[src/hdl/twbs_params.svh]
`ifndef TWBS_PARAMS_SVH
`define TWBS_PARAMS_SVH

// ----------------------------------------
// register offsets
// ----------------------------------------
`define TWBS_ADDR_CTRL 8'h9a
`define TWBS_ADDR_DATA 8'h9b
`define TWBS_ADDR_GM   8'h9c
`define TWBS_ADDR_STAT 8'h9d
`define TWBS_ADDR_SRST 8'h9e

// ----------------------------------------
// reset values
// ----------------------------------------
`define TWBS_RST_STAT  8'h00
`define TWBS_RST_SRST  8'h80

// ----------------------------------------
// field positions
// ----------------------------------------
`define TWBS_CTRL_START 7
`define TWBS_CTRL_STOP  6
`define TWBS_CTRL_ACK   5
`define TWBS_CTRL_FAST  3
`define TWBS_CTRL_MSTR  2
`define TWBS_CTRL_SCLS  1
`define TWBS_CTRL_FILEN 0
`define TWBS_GM_EN      7
`define TWBS_SA_EN      7

// ----------------------------------------
// timing
// ----------------------------------------
`define TWBS_CLK_HZ  50000000
`define TWBS_STD_HZ  100000
`define TWBS_FAST_HZ 400000
`define TWBS_DIV_MIN 3
`define TWBS_DIV_STD ((`TWBS_CLK_HZ + 2*`TWBS_STD_HZ - 1) / (2*`TWBS_STD_HZ) - 1)
`define TWBS_DIV_FAST ((`TWBS_CLK_HZ + 2*`TWBS_FAST_HZ - 1) / (2*`TWBS_FAST_HZ) - 1)

`endif

[src/hdl/twbs_pkg.sv]
package twbs_pkg;

    typedef enum logic [4:0] {
        ST_IDLE    = 5'h00,
        ST_M_STA_A = 5'h01,
        ST_M_STA_B = 5'h02,
        ST_M_WAIT  = 5'h03,
        ST_M_BIT_L = 5'h04,
        ST_M_BIT_H = 5'h05,
        ST_M_ACK_L = 5'h06,
        ST_M_ACK_H = 5'h07,
        ST_M_RST_A = 5'h08,
        ST_M_RST_B = 5'h09,
        ST_M_STP_A = 5'h0a,
        ST_M_STP_B = 5'h0b,
        ST_M_STP_C = 5'h0c,
        ST_S_RECV  = 5'h0d,
        ST_S_ACK   = 5'h0e,
        ST_S_WAIT  = 5'h0f,
        ST_S_SEND  = 5'h10,
        ST_S_SACK  = 5'h11
    } twbs_state_t;

    typedef enum logic [7:0] {
        SC_NONE = 8'h00, SC_STA  = 8'h08, SC_RSTA = 8'h10, SC_AW_A = 8'h18,
        SC_AW_N = 8'h20, SC_TX_A = 8'h28, SC_TX_N = 8'h30, SC_ARB  = 8'h38,
        SC_AR_A = 8'h40, SC_AR_N = 8'h48, SC_RX_A = 8'h50, SC_RX_N = 8'h58,
        SC_SW   = 8'h60, SC_GC   = 8'h70, SC_SR_A = 8'h80, SC_SR_N = 8'h88,
        SC_GR_A = 8'h90, SC_GR_N = 8'h98, SC_SSTP = 8'ha0, SC_SR   = 8'ha8,
        SC_ST_A = 8'hb8, SC_ST_N = 8'hc0, SC_ST_L = 8'hc8
    } twbs_code_t;

    typedef struct packed {
        twbs_state_t st;
        logic [7:0]  status;
        logic        irq;
        logic        c_start;
        logic        c_stop;
        logic        c_ack;
        logic        c_fast;
        logic        c_mstr;
        logic        c_filen;
        logic        broadcast_multimaster_enable;
        logic        own_address_match_enable;
        logic [6:0]  own;
        logic [7:0]  div;
        logic [7:0]  txbuf;
        logic [7:0]  rxbuf;
        logic [7:0]  sh;
        logic [3:0]  bitcnt;
        logic [7:0]  cnt;
        logic        sda_drv;
        logic        scl_drv;
        logic        first;
        logic        dir;
        logic        m_rx;
        logic        acked;
        logic        owner;
        logic        busy;
        logic        slv_act;
        logic        slv_gc;
        logic        slv_last;
        logic [7:0]  rdata;
        logic [1:0]  scl_m;
        logic [1:0]  sda_m;
        logic        scl_q;
        logic        sda_q;
    } twbs_state_s_t;

endpackage

[src/hdl/twbs_engine.sv]
`timescale 1ns/100ps
`default_nettype none
`include "twbs_params.svh"

module twbs_engine
    import twbs_pkg::*;
(
    input  wire logic       i_clock,        // system clock
    input  wire logic       i_rst,          // async reset, active high
    input  wire logic [7:0] i_sfr_addr,     // register address
    input  wire logic       i_sfr_wr,       // write strobe
    input  wire logic       i_sfr_rd,       // read strobe
    input  wire logic [7:0] i_sfr_wdata,    // write data
    output logic      [7:0] o_sfr_rdata,    // read data, cycle after strobe
    output logic            o_status_irq,   // status pending
    input  wire logic       i_scl,          // clock line level
    output logic            o_scl,          // clock line drive value
    output logic            o_scl_oe_n,     // clock line drive, low = driving
    input  wire logic       i_sda,          // data line level
    output logic            o_sda,          // data line drive value
    output logic            o_sda_oe_n      // data line drive, low = driving
);

    localparam logic [7:0] DIV_STD  = 8'(`TWBS_DIV_STD);
    localparam logic [7:0] DIV_FAST = 8'(`TWBS_DIV_FAST);

    twbs_state_s_t r_ff;
    twbs_state_s_t nxt_r;

    logic       scl;
    logic       sda;
    logic       scl_rise;
    logic       scl_fall;
    logic       sta_det;
    logic       stp_det;
    logic       tick;
    logic       wr_ctrl;
    logic       wr_data;
    logic       rd_data;
    logic       in_master;
    logic       ld;
    logic [7:0] code;

    // ----------------------------------------
    // next state
    // ----------------------------------------
    always_comb begin
        nxt_r = r_ff;
        ld    = 1'b0;
        code  = SC_NONE;

        // line synchronisers, stage 0 only feeds stage 1
        nxt_r.scl_m = {r_ff.scl_m[0], i_scl};
        nxt_r.sda_m = {r_ff.sda_m[0], i_sda};
        scl         = r_ff.scl_m[1];
        sda         = r_ff.sda_m[1];
        nxt_r.scl_q = scl;
        nxt_r.sda_q = sda;
        scl_rise    = scl & ~r_ff.scl_q;
        scl_fall    = ~scl & r_ff.scl_q;
        sta_det     = scl & r_ff.scl_q & r_ff.sda_q & ~sda;
        stp_det     = scl & r_ff.scl_q & ~r_ff.sda_q & sda;
        if (sta_det)
            nxt_r.busy = 1'b1;
        if (stp_det)
            nxt_r.busy = 1'b0;

        wr_ctrl = i_sfr_wr && (i_sfr_addr == `TWBS_ADDR_CTRL);
        wr_data = i_sfr_wr && (i_sfr_addr == `TWBS_ADDR_DATA);
        rd_data = i_sfr_rd && (i_sfr_addr == `TWBS_ADDR_DATA);

        // half-period timer; a stretched low phase freezes it
        tick = (r_ff.cnt == 8'h00);
        if (r_ff.scl_drv | scl) begin
            nxt_r.cnt = tick ? r_ff.div : r_ff.cnt - 8'h01;
        end

        // ----------------------------------------
        // register writes
        // ----------------------------------------
        if (wr_ctrl) begin
            nxt_r.c_start = i_sfr_wdata[`TWBS_CTRL_START];
            nxt_r.c_stop  = i_sfr_wdata[`TWBS_CTRL_STOP];
            nxt_r.c_ack   = i_sfr_wdata[`TWBS_CTRL_ACK];
            nxt_r.c_fast  = i_sfr_wdata[`TWBS_CTRL_FAST];
            nxt_r.c_mstr  = i_sfr_wdata[`TWBS_CTRL_MSTR];
            nxt_r.c_filen = i_sfr_wdata[`TWBS_CTRL_FILEN];
            // preset only on a change, so a later divisor write sticks
            if (i_sfr_wdata[`TWBS_CTRL_FAST] != r_ff.c_fast) begin
                nxt_r.div = i_sfr_wdata[`TWBS_CTRL_FAST] ? DIV_FAST : DIV_STD;
            end
        end
        if (wr_data)
            nxt_r.txbuf = i_sfr_wdata;
        if (i_sfr_wr && (i_sfr_addr == `TWBS_ADDR_GM))
            nxt_r.broadcast_multimaster_enable = i_sfr_wdata[`TWBS_GM_EN];
        if (i_sfr_wr && (i_sfr_addr == `TWBS_ADDR_STAT)) begin
            if (r_ff.c_mstr) begin
                nxt_r.div = i_sfr_wdata;
            end else begin
                nxt_r.own_address_match_enable = i_sfr_wdata[`TWBS_SA_EN];
                nxt_r.own = i_sfr_wdata[6:0];
            end
        end

        // ----------------------------------------
        // register reads
        // ----------------------------------------
        if (i_sfr_rd) begin
            unique case (i_sfr_addr)
                `TWBS_ADDR_CTRL: nxt_r.rdata = {r_ff.c_start, r_ff.c_stop, r_ff.c_ack, 1'b0,
                                                r_ff.c_fast, r_ff.c_mstr, 1'b0, r_ff.c_filen};
                `TWBS_ADDR_DATA: nxt_r.rdata = r_ff.rxbuf;
                `TWBS_ADDR_STAT: nxt_r.rdata = {r_ff.status[7:3], 3'b000};
                `TWBS_ADDR_SRST: nxt_r.rdata = `TWBS_RST_SRST;
                default:         nxt_r.rdata = 8'h00;
            endcase
            if (i_sfr_addr == `TWBS_ADDR_STAT)
                nxt_r.irq = 1'b0;
        end

        in_master = (r_ff.st != ST_IDLE) && (r_ff.st < ST_S_RECV);

        // ----------------------------------------
        // slave-side bus conditions
        // ----------------------------------------
        if (!in_master && (sta_det || stp_det)) begin
            if (r_ff.slv_act) begin
                ld   = 1'b1;
                code = SC_SSTP;
            end
            nxt_r.slv_act = 1'b0;
            nxt_r.sda_drv = 1'b0;
            nxt_r.scl_drv = 1'b0;
            nxt_r.bitcnt  = 4'h0;
            nxt_r.first   = 1'b1;
            nxt_r.st      = sta_det ? ST_S_RECV : ST_IDLE;
        end else begin
            unique case (r_ff.st)
                ST_IDLE: begin
                    nxt_r.sda_drv = 1'b0;
                    nxt_r.scl_drv = 1'b0;
                    if (r_ff.c_mstr && r_ff.c_start && (!r_ff.busy || r_ff.owner)) begin
                        nxt_r.sda_drv = 1'b1;
                        nxt_r.cnt     = r_ff.div;
                        nxt_r.st      = ST_M_STA_A;
                    end else if (r_ff.c_mstr && r_ff.c_stop && !r_ff.busy) begin
                        nxt_r.c_stop = wr_ctrl && i_sfr_wdata[`TWBS_CTRL_STOP];
                    end
                end

                // ---- master ----
                ST_M_STA_A: begin
                    if (tick) begin
                        nxt_r.scl_drv = 1'b1;
                        nxt_r.st      = ST_M_STA_B;
                    end
                end
                ST_M_STA_B: begin
                    if (tick) begin
                        ld            = 1'b1;
                        code          = r_ff.owner ? SC_RSTA : SC_STA;
                        nxt_r.owner   = 1'b1;
                        // set wins: a start written in this very cycle survives
                        nxt_r.c_start = wr_ctrl && i_sfr_wdata[`TWBS_CTRL_START];
                        nxt_r.first   = 1'b1;
                        nxt_r.st      = ST_M_WAIT;
                    end
                end
                ST_M_WAIT: begin
                    nxt_r.sda_drv = 1'b0;
                    nxt_r.cnt     = r_ff.div;
                    nxt_r.bitcnt  = 4'h0;
                    if (r_ff.c_stop) begin
                        nxt_r.sda_drv = 1'b1;
                        nxt_r.st      = ST_M_STP_A;
                    end else if (r_ff.c_start) begin
                        nxt_r.st = ST_M_RST_A;
                    end else if (wr_data) begin
                        nxt_r.sh   = i_sfr_wdata;
                        nxt_r.m_rx = 1'b0;
                        if (r_ff.first)
                            nxt_r.dir = i_sfr_wdata[0];
                        nxt_r.st = ST_M_BIT_L;
                    end else if (rd_data && r_ff.dir && !r_ff.first) begin
                        nxt_r.m_rx = 1'b1;
                        nxt_r.st   = ST_M_BIT_L;
                    end
                end
                ST_M_BIT_L: begin
                    nxt_r.sda_drv = !r_ff.m_rx && !r_ff.sh[7];
                    if (tick) begin
                        nxt_r.scl_drv = 1'b0;
                        nxt_r.st      = ST_M_BIT_H;
                    end
                end
                ST_M_BIT_H: begin
                    if (tick) begin
                        if (!r_ff.m_rx && r_ff.sh[7] && !sda) begin
                            // lost the bus: let go and return to idle
                            ld            = 1'b1;
                            code          = SC_ARB;
                            nxt_r.sda_drv = 1'b0;
                            nxt_r.owner   = 1'b0;
                            nxt_r.st      = ST_IDLE;
                        end else begin
                            nxt_r.sh      = {r_ff.sh[6:0], sda};
                            nxt_r.bitcnt  = r_ff.bitcnt + 4'h1;
                            nxt_r.scl_drv = 1'b1;
                            nxt_r.st      = (r_ff.bitcnt == 4'h7) ? ST_M_ACK_L : ST_M_BIT_L;
                        end
                    end
                end
                ST_M_ACK_L: begin
                    nxt_r.sda_drv = r_ff.m_rx && r_ff.c_ack;
                    if (tick) begin
                        nxt_r.scl_drv = 1'b0;
                        nxt_r.st      = ST_M_ACK_H;
                    end
                end
                ST_M_ACK_H: begin
                    if (tick) begin
                        ld = 1'b1;
                        if (r_ff.first) begin
                            if (r_ff.dir)
                                code = !sda ? SC_AR_A : SC_AR_N;
                            else
                                code = !sda ? SC_AW_A : SC_AW_N;
                        end else if (r_ff.m_rx) begin
                            code        = r_ff.c_ack ? SC_RX_A : SC_RX_N;
                            nxt_r.rxbuf = r_ff.sh;
                        end else begin
                            code = !sda ? SC_TX_A : SC_TX_N;
                        end
                        nxt_r.scl_drv = 1'b1;
                        nxt_r.first   = 1'b0;
                        nxt_r.st      = ST_M_WAIT;
                    end
                end
                ST_M_RST_A: begin
                    if (tick) begin
                        nxt_r.scl_drv = 1'b0;
                        nxt_r.st      = ST_M_RST_B;
                    end
                end
                ST_M_RST_B: begin
                    if (tick) begin
                        nxt_r.sda_drv = 1'b1;
                        nxt_r.st      = ST_M_STA_A;
                    end
                end
                ST_M_STP_A: begin
                    if (tick) begin
                        nxt_r.scl_drv = 1'b0;
                        nxt_r.st      = ST_M_STP_B;
                    end
                end
                ST_M_STP_B: begin
                    if (tick) begin
                        nxt_r.sda_drv = 1'b0;
                        nxt_r.st      = ST_M_STP_C;
                    end
                end
                ST_M_STP_C: begin
                    if (tick) begin
                        nxt_r.owner  = 1'b0;
                        nxt_r.c_stop = wr_ctrl && i_sfr_wdata[`TWBS_CTRL_STOP];
                        nxt_r.st     = ST_IDLE;
                    end
                end

                // ---- slave ----
                ST_S_RECV: begin
                    if (scl_rise) begin
                        nxt_r.sh     = {r_ff.sh[6:0], sda};
                        nxt_r.bitcnt = r_ff.bitcnt + 4'h1;
                    end else if (scl_fall && r_ff.bitcnt == 4'h8) begin
                        if (r_ff.first) begin
                            if (r_ff.own_address_match_enable && r_ff.sh[7:1] == r_ff.own) begin
                                nxt_r.sda_drv = 1'b1;
                                nxt_r.dir     = r_ff.sh[0];
                                nxt_r.slv_gc  = 1'b0;
                                nxt_r.st      = ST_S_ACK;
                            end else if (r_ff.broadcast_multimaster_enable && r_ff.sh == 8'h00) begin
                                nxt_r.sda_drv = 1'b1;
                                nxt_r.dir     = 1'b0;
                                nxt_r.slv_gc  = 1'b1;
                                nxt_r.st      = ST_S_ACK;
                            end else begin
                                nxt_r.st = ST_IDLE;
                            end
                        end else begin
                            nxt_r.rxbuf   = r_ff.sh;
                            nxt_r.sda_drv = r_ff.c_ack;
                            nxt_r.acked   = r_ff.c_ack;
                            nxt_r.st      = ST_S_ACK;
                        end
                    end
                end
                ST_S_ACK: begin
                    if (scl_fall) begin
                        ld = 1'b1;
                        if (r_ff.first)
                            code = r_ff.slv_gc ? SC_GC : (r_ff.dir ? SC_SR : SC_SW);
                        else if (r_ff.slv_gc)
                            code = r_ff.acked ? SC_GR_A : SC_GR_N;
                        else
                            code = r_ff.acked ? SC_SR_A : SC_SR_N;
                        nxt_r.sda_drv = 1'b0;
                        nxt_r.slv_act = 1'b1;
                        nxt_r.first   = 1'b0;
                        nxt_r.scl_drv = 1'b1;
                        nxt_r.st      = ST_S_WAIT;
                    end
                end
                ST_S_WAIT: begin
                    // first bit set up while the clock is still held
                    nxt_r.sda_drv = r_ff.dir && !r_ff.txbuf[7];
                    nxt_r.bitcnt  = 4'h0;
                    if (wr_ctrl && i_sfr_wdata[`TWBS_CTRL_SCLS]) begin
                        nxt_r.scl_drv  = 1'b0;
                        nxt_r.sh       = r_ff.txbuf;
                        nxt_r.slv_last = !r_ff.c_ack;
                        nxt_r.st       = r_ff.dir ? ST_S_SEND : ST_S_RECV;
                    end
                end
                ST_S_SEND: begin
                    if (scl_fall) begin
                        nxt_r.bitcnt = r_ff.bitcnt + 4'h1;
                        if (r_ff.bitcnt == 4'h7) begin
                            nxt_r.sda_drv = 1'b0;
                            nxt_r.st      = ST_S_SACK;
                        end else begin
                            nxt_r.sh      = {r_ff.sh[6:0], 1'b0};
                            nxt_r.sda_drv = !r_ff.sh[6];
                        end
                    end
                end
                ST_S_SACK: begin
                    if (scl_rise)
                        nxt_r.acked = !sda;
                    if (scl_fall) begin
                        ld = 1'b1;
                        if (r_ff.slv_last)
                            code = SC_ST_L;
                        else
                            code = r_ff.acked ? SC_ST_A : SC_ST_N;
                        if (r_ff.slv_last || !r_ff.acked) begin
                            nxt_r.st = ST_IDLE;
                        end else begin
                            nxt_r.scl_drv = 1'b1;
                            nxt_r.st      = ST_S_WAIT;
                        end
                    end
                end
            endcase
        end

        // set wins over a read clear in the same cycle
        if (ld) begin
            nxt_r.status = code;
            nxt_r.irq    = 1'b1;
        end

        // ----------------------------------------
        // controller soft reset
        // ----------------------------------------
        if (i_sfr_wr && (i_sfr_addr == `TWBS_ADDR_SRST)) begin
            nxt_r.st      = ST_IDLE;
            nxt_r.cnt     = 8'h00;
            nxt_r.bitcnt  = 4'h0;
            nxt_r.sda_drv = 1'b0;
            nxt_r.scl_drv = 1'b0;
            nxt_r.owner   = 1'b0;
            nxt_r.busy    = 1'b0;
            nxt_r.slv_act = 1'b0;
            nxt_r.first   = 1'b0;
            nxt_r.c_start = 1'b0;
            nxt_r.c_stop  = 1'b0;
        end
    end

    // ----------------------------------------
    // state register
    // ----------------------------------------
    always_ff @(posedge i_clock or posedge i_rst) begin
        if (i_rst) begin
            r_ff        <= '0;
            r_ff.status <= `TWBS_RST_STAT;
            r_ff.div    <= DIV_STD;
            // lines idle high; a zero here would fake an edge after reset
            r_ff.scl_m  <= 2'b11;
            r_ff.sda_m  <= 2'b11;
            r_ff.scl_q  <= 1'b1;
            r_ff.sda_q  <= 1'b1;
        end else begin
            r_ff <= nxt_r;
        end
    end

    // open-drain lines only ever pull low
    assign o_scl        = 1'b0;
    assign o_sda        = 1'b0;
    assign o_scl_oe_n   = !r_ff.scl_drv;
    assign o_sda_oe_n   = !r_ff.sda_drv;
    assign o_sfr_rdata  = r_ff.rdata;
    assign o_status_irq = r_ff.irq;

endmodule

`default_nettype wire

[config.mk]
export PLATFORM = sky130hd
export DESIGN_NAME = twbs_engine
export DESIGN_NICKNAME = d
export VERILOG_FILES = /design/src/hdl/twbs_pkg.sv /design/src/hdl/twbs_engine.sv
export VERILOG_INCLUDE_DIRS = /design/src /design/src/hdl
export SDC_FILE = /design/constraint.sdc
export NUM_CORES = 1
export LEC_CHECK = 0
export BUFFER_PORTS_ARGS = -buffer_cell sky130_fd_sc_hd__buf_2
export CORE_AREA = 3 3 108 110
export DETAILED_ROUTE_END_ITERATION = 7
export DIE_AREA = 0 0 111 113
export PLACE_DENSITY = 0.79
export SETUP_SLACK_MARGIN = 0.05
export SLEW_MARGIN = 20
export SYNTH_ARGS = -nofsm -noshare
export SYNTH_HDL_FRONTEND = slang
export SYNTH_SLANG_ARGS = --single-unit
[constraint.sdc]
create_clock -name i_clock -period 3.2 [get_ports i_clock]
set_input_delay 0.96 -clock i_clock [delete_from_list [all_inputs] [get_ports i_clock]]
set_output_delay 0.96 -clock i_clock [all_outputs]
set_load 0.02 [all_outputs]
==> out/results.txt <==
filler instances: 926
total setup buffers inserted after CTS: 0
cell internal pwr: 2.59 mW
clk_lat worst skew: 0.38 ns
antenna-violating nets left: 0
Avg Cell Area, Syn: 8.81 um2
htree depth: 3
via count: 5520
Hold Path Depth: 0
Worst Path Max Fanout: 8
post-route insts no fill: 848
Final Cycle Share: 0.921
CP Capture Type: flip-flop
synth top area cells: dfrtp_1 35%, mux2_2 7.3%, dfstp_2 5.3%, nand2_1 4.9%, a21oi_1 3.9%
area occupied by registers: 2390 um2
worst r2r path cells: 8
PortBufs: 32
CP Class: flip-flop to flip-flop
first-pass GRT wire length: 28500 um
initial DRC count: 657
die height: 113 um
clk_skew: 0.0164 ns
logic gate share of total power: 0.390
synthesis warning total: 0
ys flop type: dfrtp_1
max_cap viols: 0
ant diodes: 0
Via-to-Cell Ratio: 6.51
CP Data Required Time: 3.46 ns
Worst path max stage delay: 0.62 ns
Tmin final: 2.95 ns
slew margin rel.: 0.559
Routed WL: 17700 um
post-synthesis cell area: 5890 um2
TritonCTS buffer count: 9
mean routed wirelength per cell: 20.9 um
clock-pin slew on the worst setup and hold paths: 0.10 ns
Gate Count Post-Synth: 669
status: complete, no violations
asr flop ratio synth: 1.00
CTS hold repair buffers: 0
Clock Path Buffers: 2
EDFF count, synth: 0
largest net degree at the start of global routing: 40
Final Setup Violations: 0
setup TNS: 0 ns
switching part of the total: 0.395
slowest CP cell: or4_1
pwr dens: 653 nW/um2
cell with the most instances after synthesis: dfrtp_1
drc violations: 0
area leader, netlist: dfrtp_1
switching power: 1.69 mW
Seq/Total Area, Yosys: 0.406
Max VDD drop: 0.435 mV
NumNets Final: 730
CP cell instances: inv_1 -> ha_1 -> or4b_1 -> o21ai_0 -> o221ai_1 -> or4_1 -> nor2b_1 -> mux2_2
crit path launch type: flip-flop
Max Fclk: 0.339 GHz
sequential share of power: 0.394
First-pass DRT Iterations: 7
GPL Wtd Cong: 0.963
CTS sink cnt: 95
Core Area: 10800 um2
die area: 12500 um2
cell leakage power: 2.89 nW
max-slew violation count: 0
share of layout cells above drive strength 1: 0.212
vias in the first global route: 5348
post-route cell area: 6550 um2
fin util: 0.607
std cell rows: 38
crit path buf inv count: 1
global router's overall resource usage: 0.287
Synth Register Bits: 95
DP HPWL: 13400 um
Worst-Margin Slew: 0.645 ns
placed cell areas: 6320 um2
footprint of the multi-input gates: 3190 um2
post-cts resize count: 0
Overflow after GRT: 0
clock group share of total power: 0.216
Crit. path cell count: 8
internal reg-to-reg setup slack: 0.25 ns
delay-heaviest family, CP: simple AND/OR/NAND/NOR gates
Initial Utilization: 0.546
initial antenna violation count: 0
dpl cells: 832
Fin. Hold Viols: 0
CP arrival: 3.21 ns
RSZ-0062 raised after global routing: false
P&R area growth vs syn: 11.1%
Die Span X: 111 um
worst min-delay path class: flip-flop to flip-flop
I/O pins: 35
CTS tree: built
top post-synthesis cells by count: 83 x dfrtp_1, 77 x nand2_1, 52 x nor2_1
Netlist cell types: 72
clk root buf: clkbuf_8
Synth top area share: 0.352
==> per-stage QoR <==
| step | total power [mW] | setup WS, ns | hold WS [ns] |
|---|---|---|---|
| 4_1_cts | 4.25 | 0.281 | 0.360 |
| 5_1_grt | 4.52 | 0.124 | 0.362 |
| 3_3_place_gp | 3.29 | 0.218 | 0.346 |
| 3_5_place_dp | 3.32 | 0.150 | 0.347 |
| 6_report | 4.28 | 0.253 | 0.358 |
| 2_1_floorplan | 2.78 | 0.240 | 0.345 |
==> worst paths after layout <==
path                           from       end
max reg2reg                r_ff[25]  r_ff[93]
max in group asynchronous     i_rst  r_ff[66]
min                        nxt_r[3]  nxt_r[0]
min reg2reg                nxt_r[3]  nxt_r[0]
min in group asynchronous     i_rst  r_ff[56]
max                        r_ff[25]  r_ff[93]
==> power by group through the flow <==
stage / combinational [mW] / clock (mW) / sequential [mW]
2_1_floorplan: 1.23 / 0 / 1.55
3_3_place_gp: 1.60 / 0 / 1.69
3_5_place_dp: 1.63 / 0 / 1.69
4_1_cts: 1.64 / 0.941 / 1.67
5_1_grt: 1.83 / 0.983 / 1.71
6_report: 1.67 / 0.923 / 1.68
==> cell usage in the layout, fill, tap and decap left out, types with 7 or more instances in the layout <==
cell type  count
a21o_1         7
a22oi_1        9
mux2i_1       11
buf_4         36
dfstp_2       12
nand3_1       25
nand2b_1      13
nand2_1       77
o211ai_1       8
o22ai_1       12
inv_1         23
nor3_1        11
and2_1         7
mux2_2        38
nor2b_1       13
clkbuf_8      10
nor2_1        52
o31ai_1        9
a21oi_1       46
o21ai_0       45
buf_2         32
dfrtp_1       83
a31oi_1       10
==> metal layers <==
layer	up-vias	GRT usage	wire, um
met2	293	0.462	8300
met5	-	0	0
li1	2484	-	-
met1	2694	0.379	7390
met3	49	0.0674	1490
met4	0	0.110	567
==> logic make-up after synthesis <==
logic type,Yosys count,share of synthesized area
XOR/XNOR,12,0.0178
adder cells (fa/ha/maj),5,0.0106
AO/OA/AOI/OAI,188,0.205
buffers and inverters,72,0.0539
multiplexers,49,0.0913
AND/OR/NAND/NOR,247,0.214
flip-flops,95,0.406
other,1,0.000636
==> registers in the layout, indices dropped and copies added (netlist names) <==
register and flops:
nxt_r 4, o_sfr_rdata 8, o_status_irq 1, r_ff 82
==> worst reg2reg max path, cell delays in order, from the launching register on <==
cell	delay (ns)
dfrtp_1	0.41
inv_1	0.11
ha_1	0.20
or4b_1	0.61
o21ai_0	0.22
o221ai_1	0.14
or4_1	0.62
nor2b_1	0.22
mux2_2	0.29
==> layout make-up <==
class	count	share of cell area
Clock buffer	11	0.0216
Sequential cell	95	0.365
Multi-Input combinational cell	503	0.487
Timing Repair Buffer	70	0.0718
Tap cell	140	0.0267
Inverter	24	0.0143
Clock inverter	5	0.0136
Power figures use the tool's default switching activity.
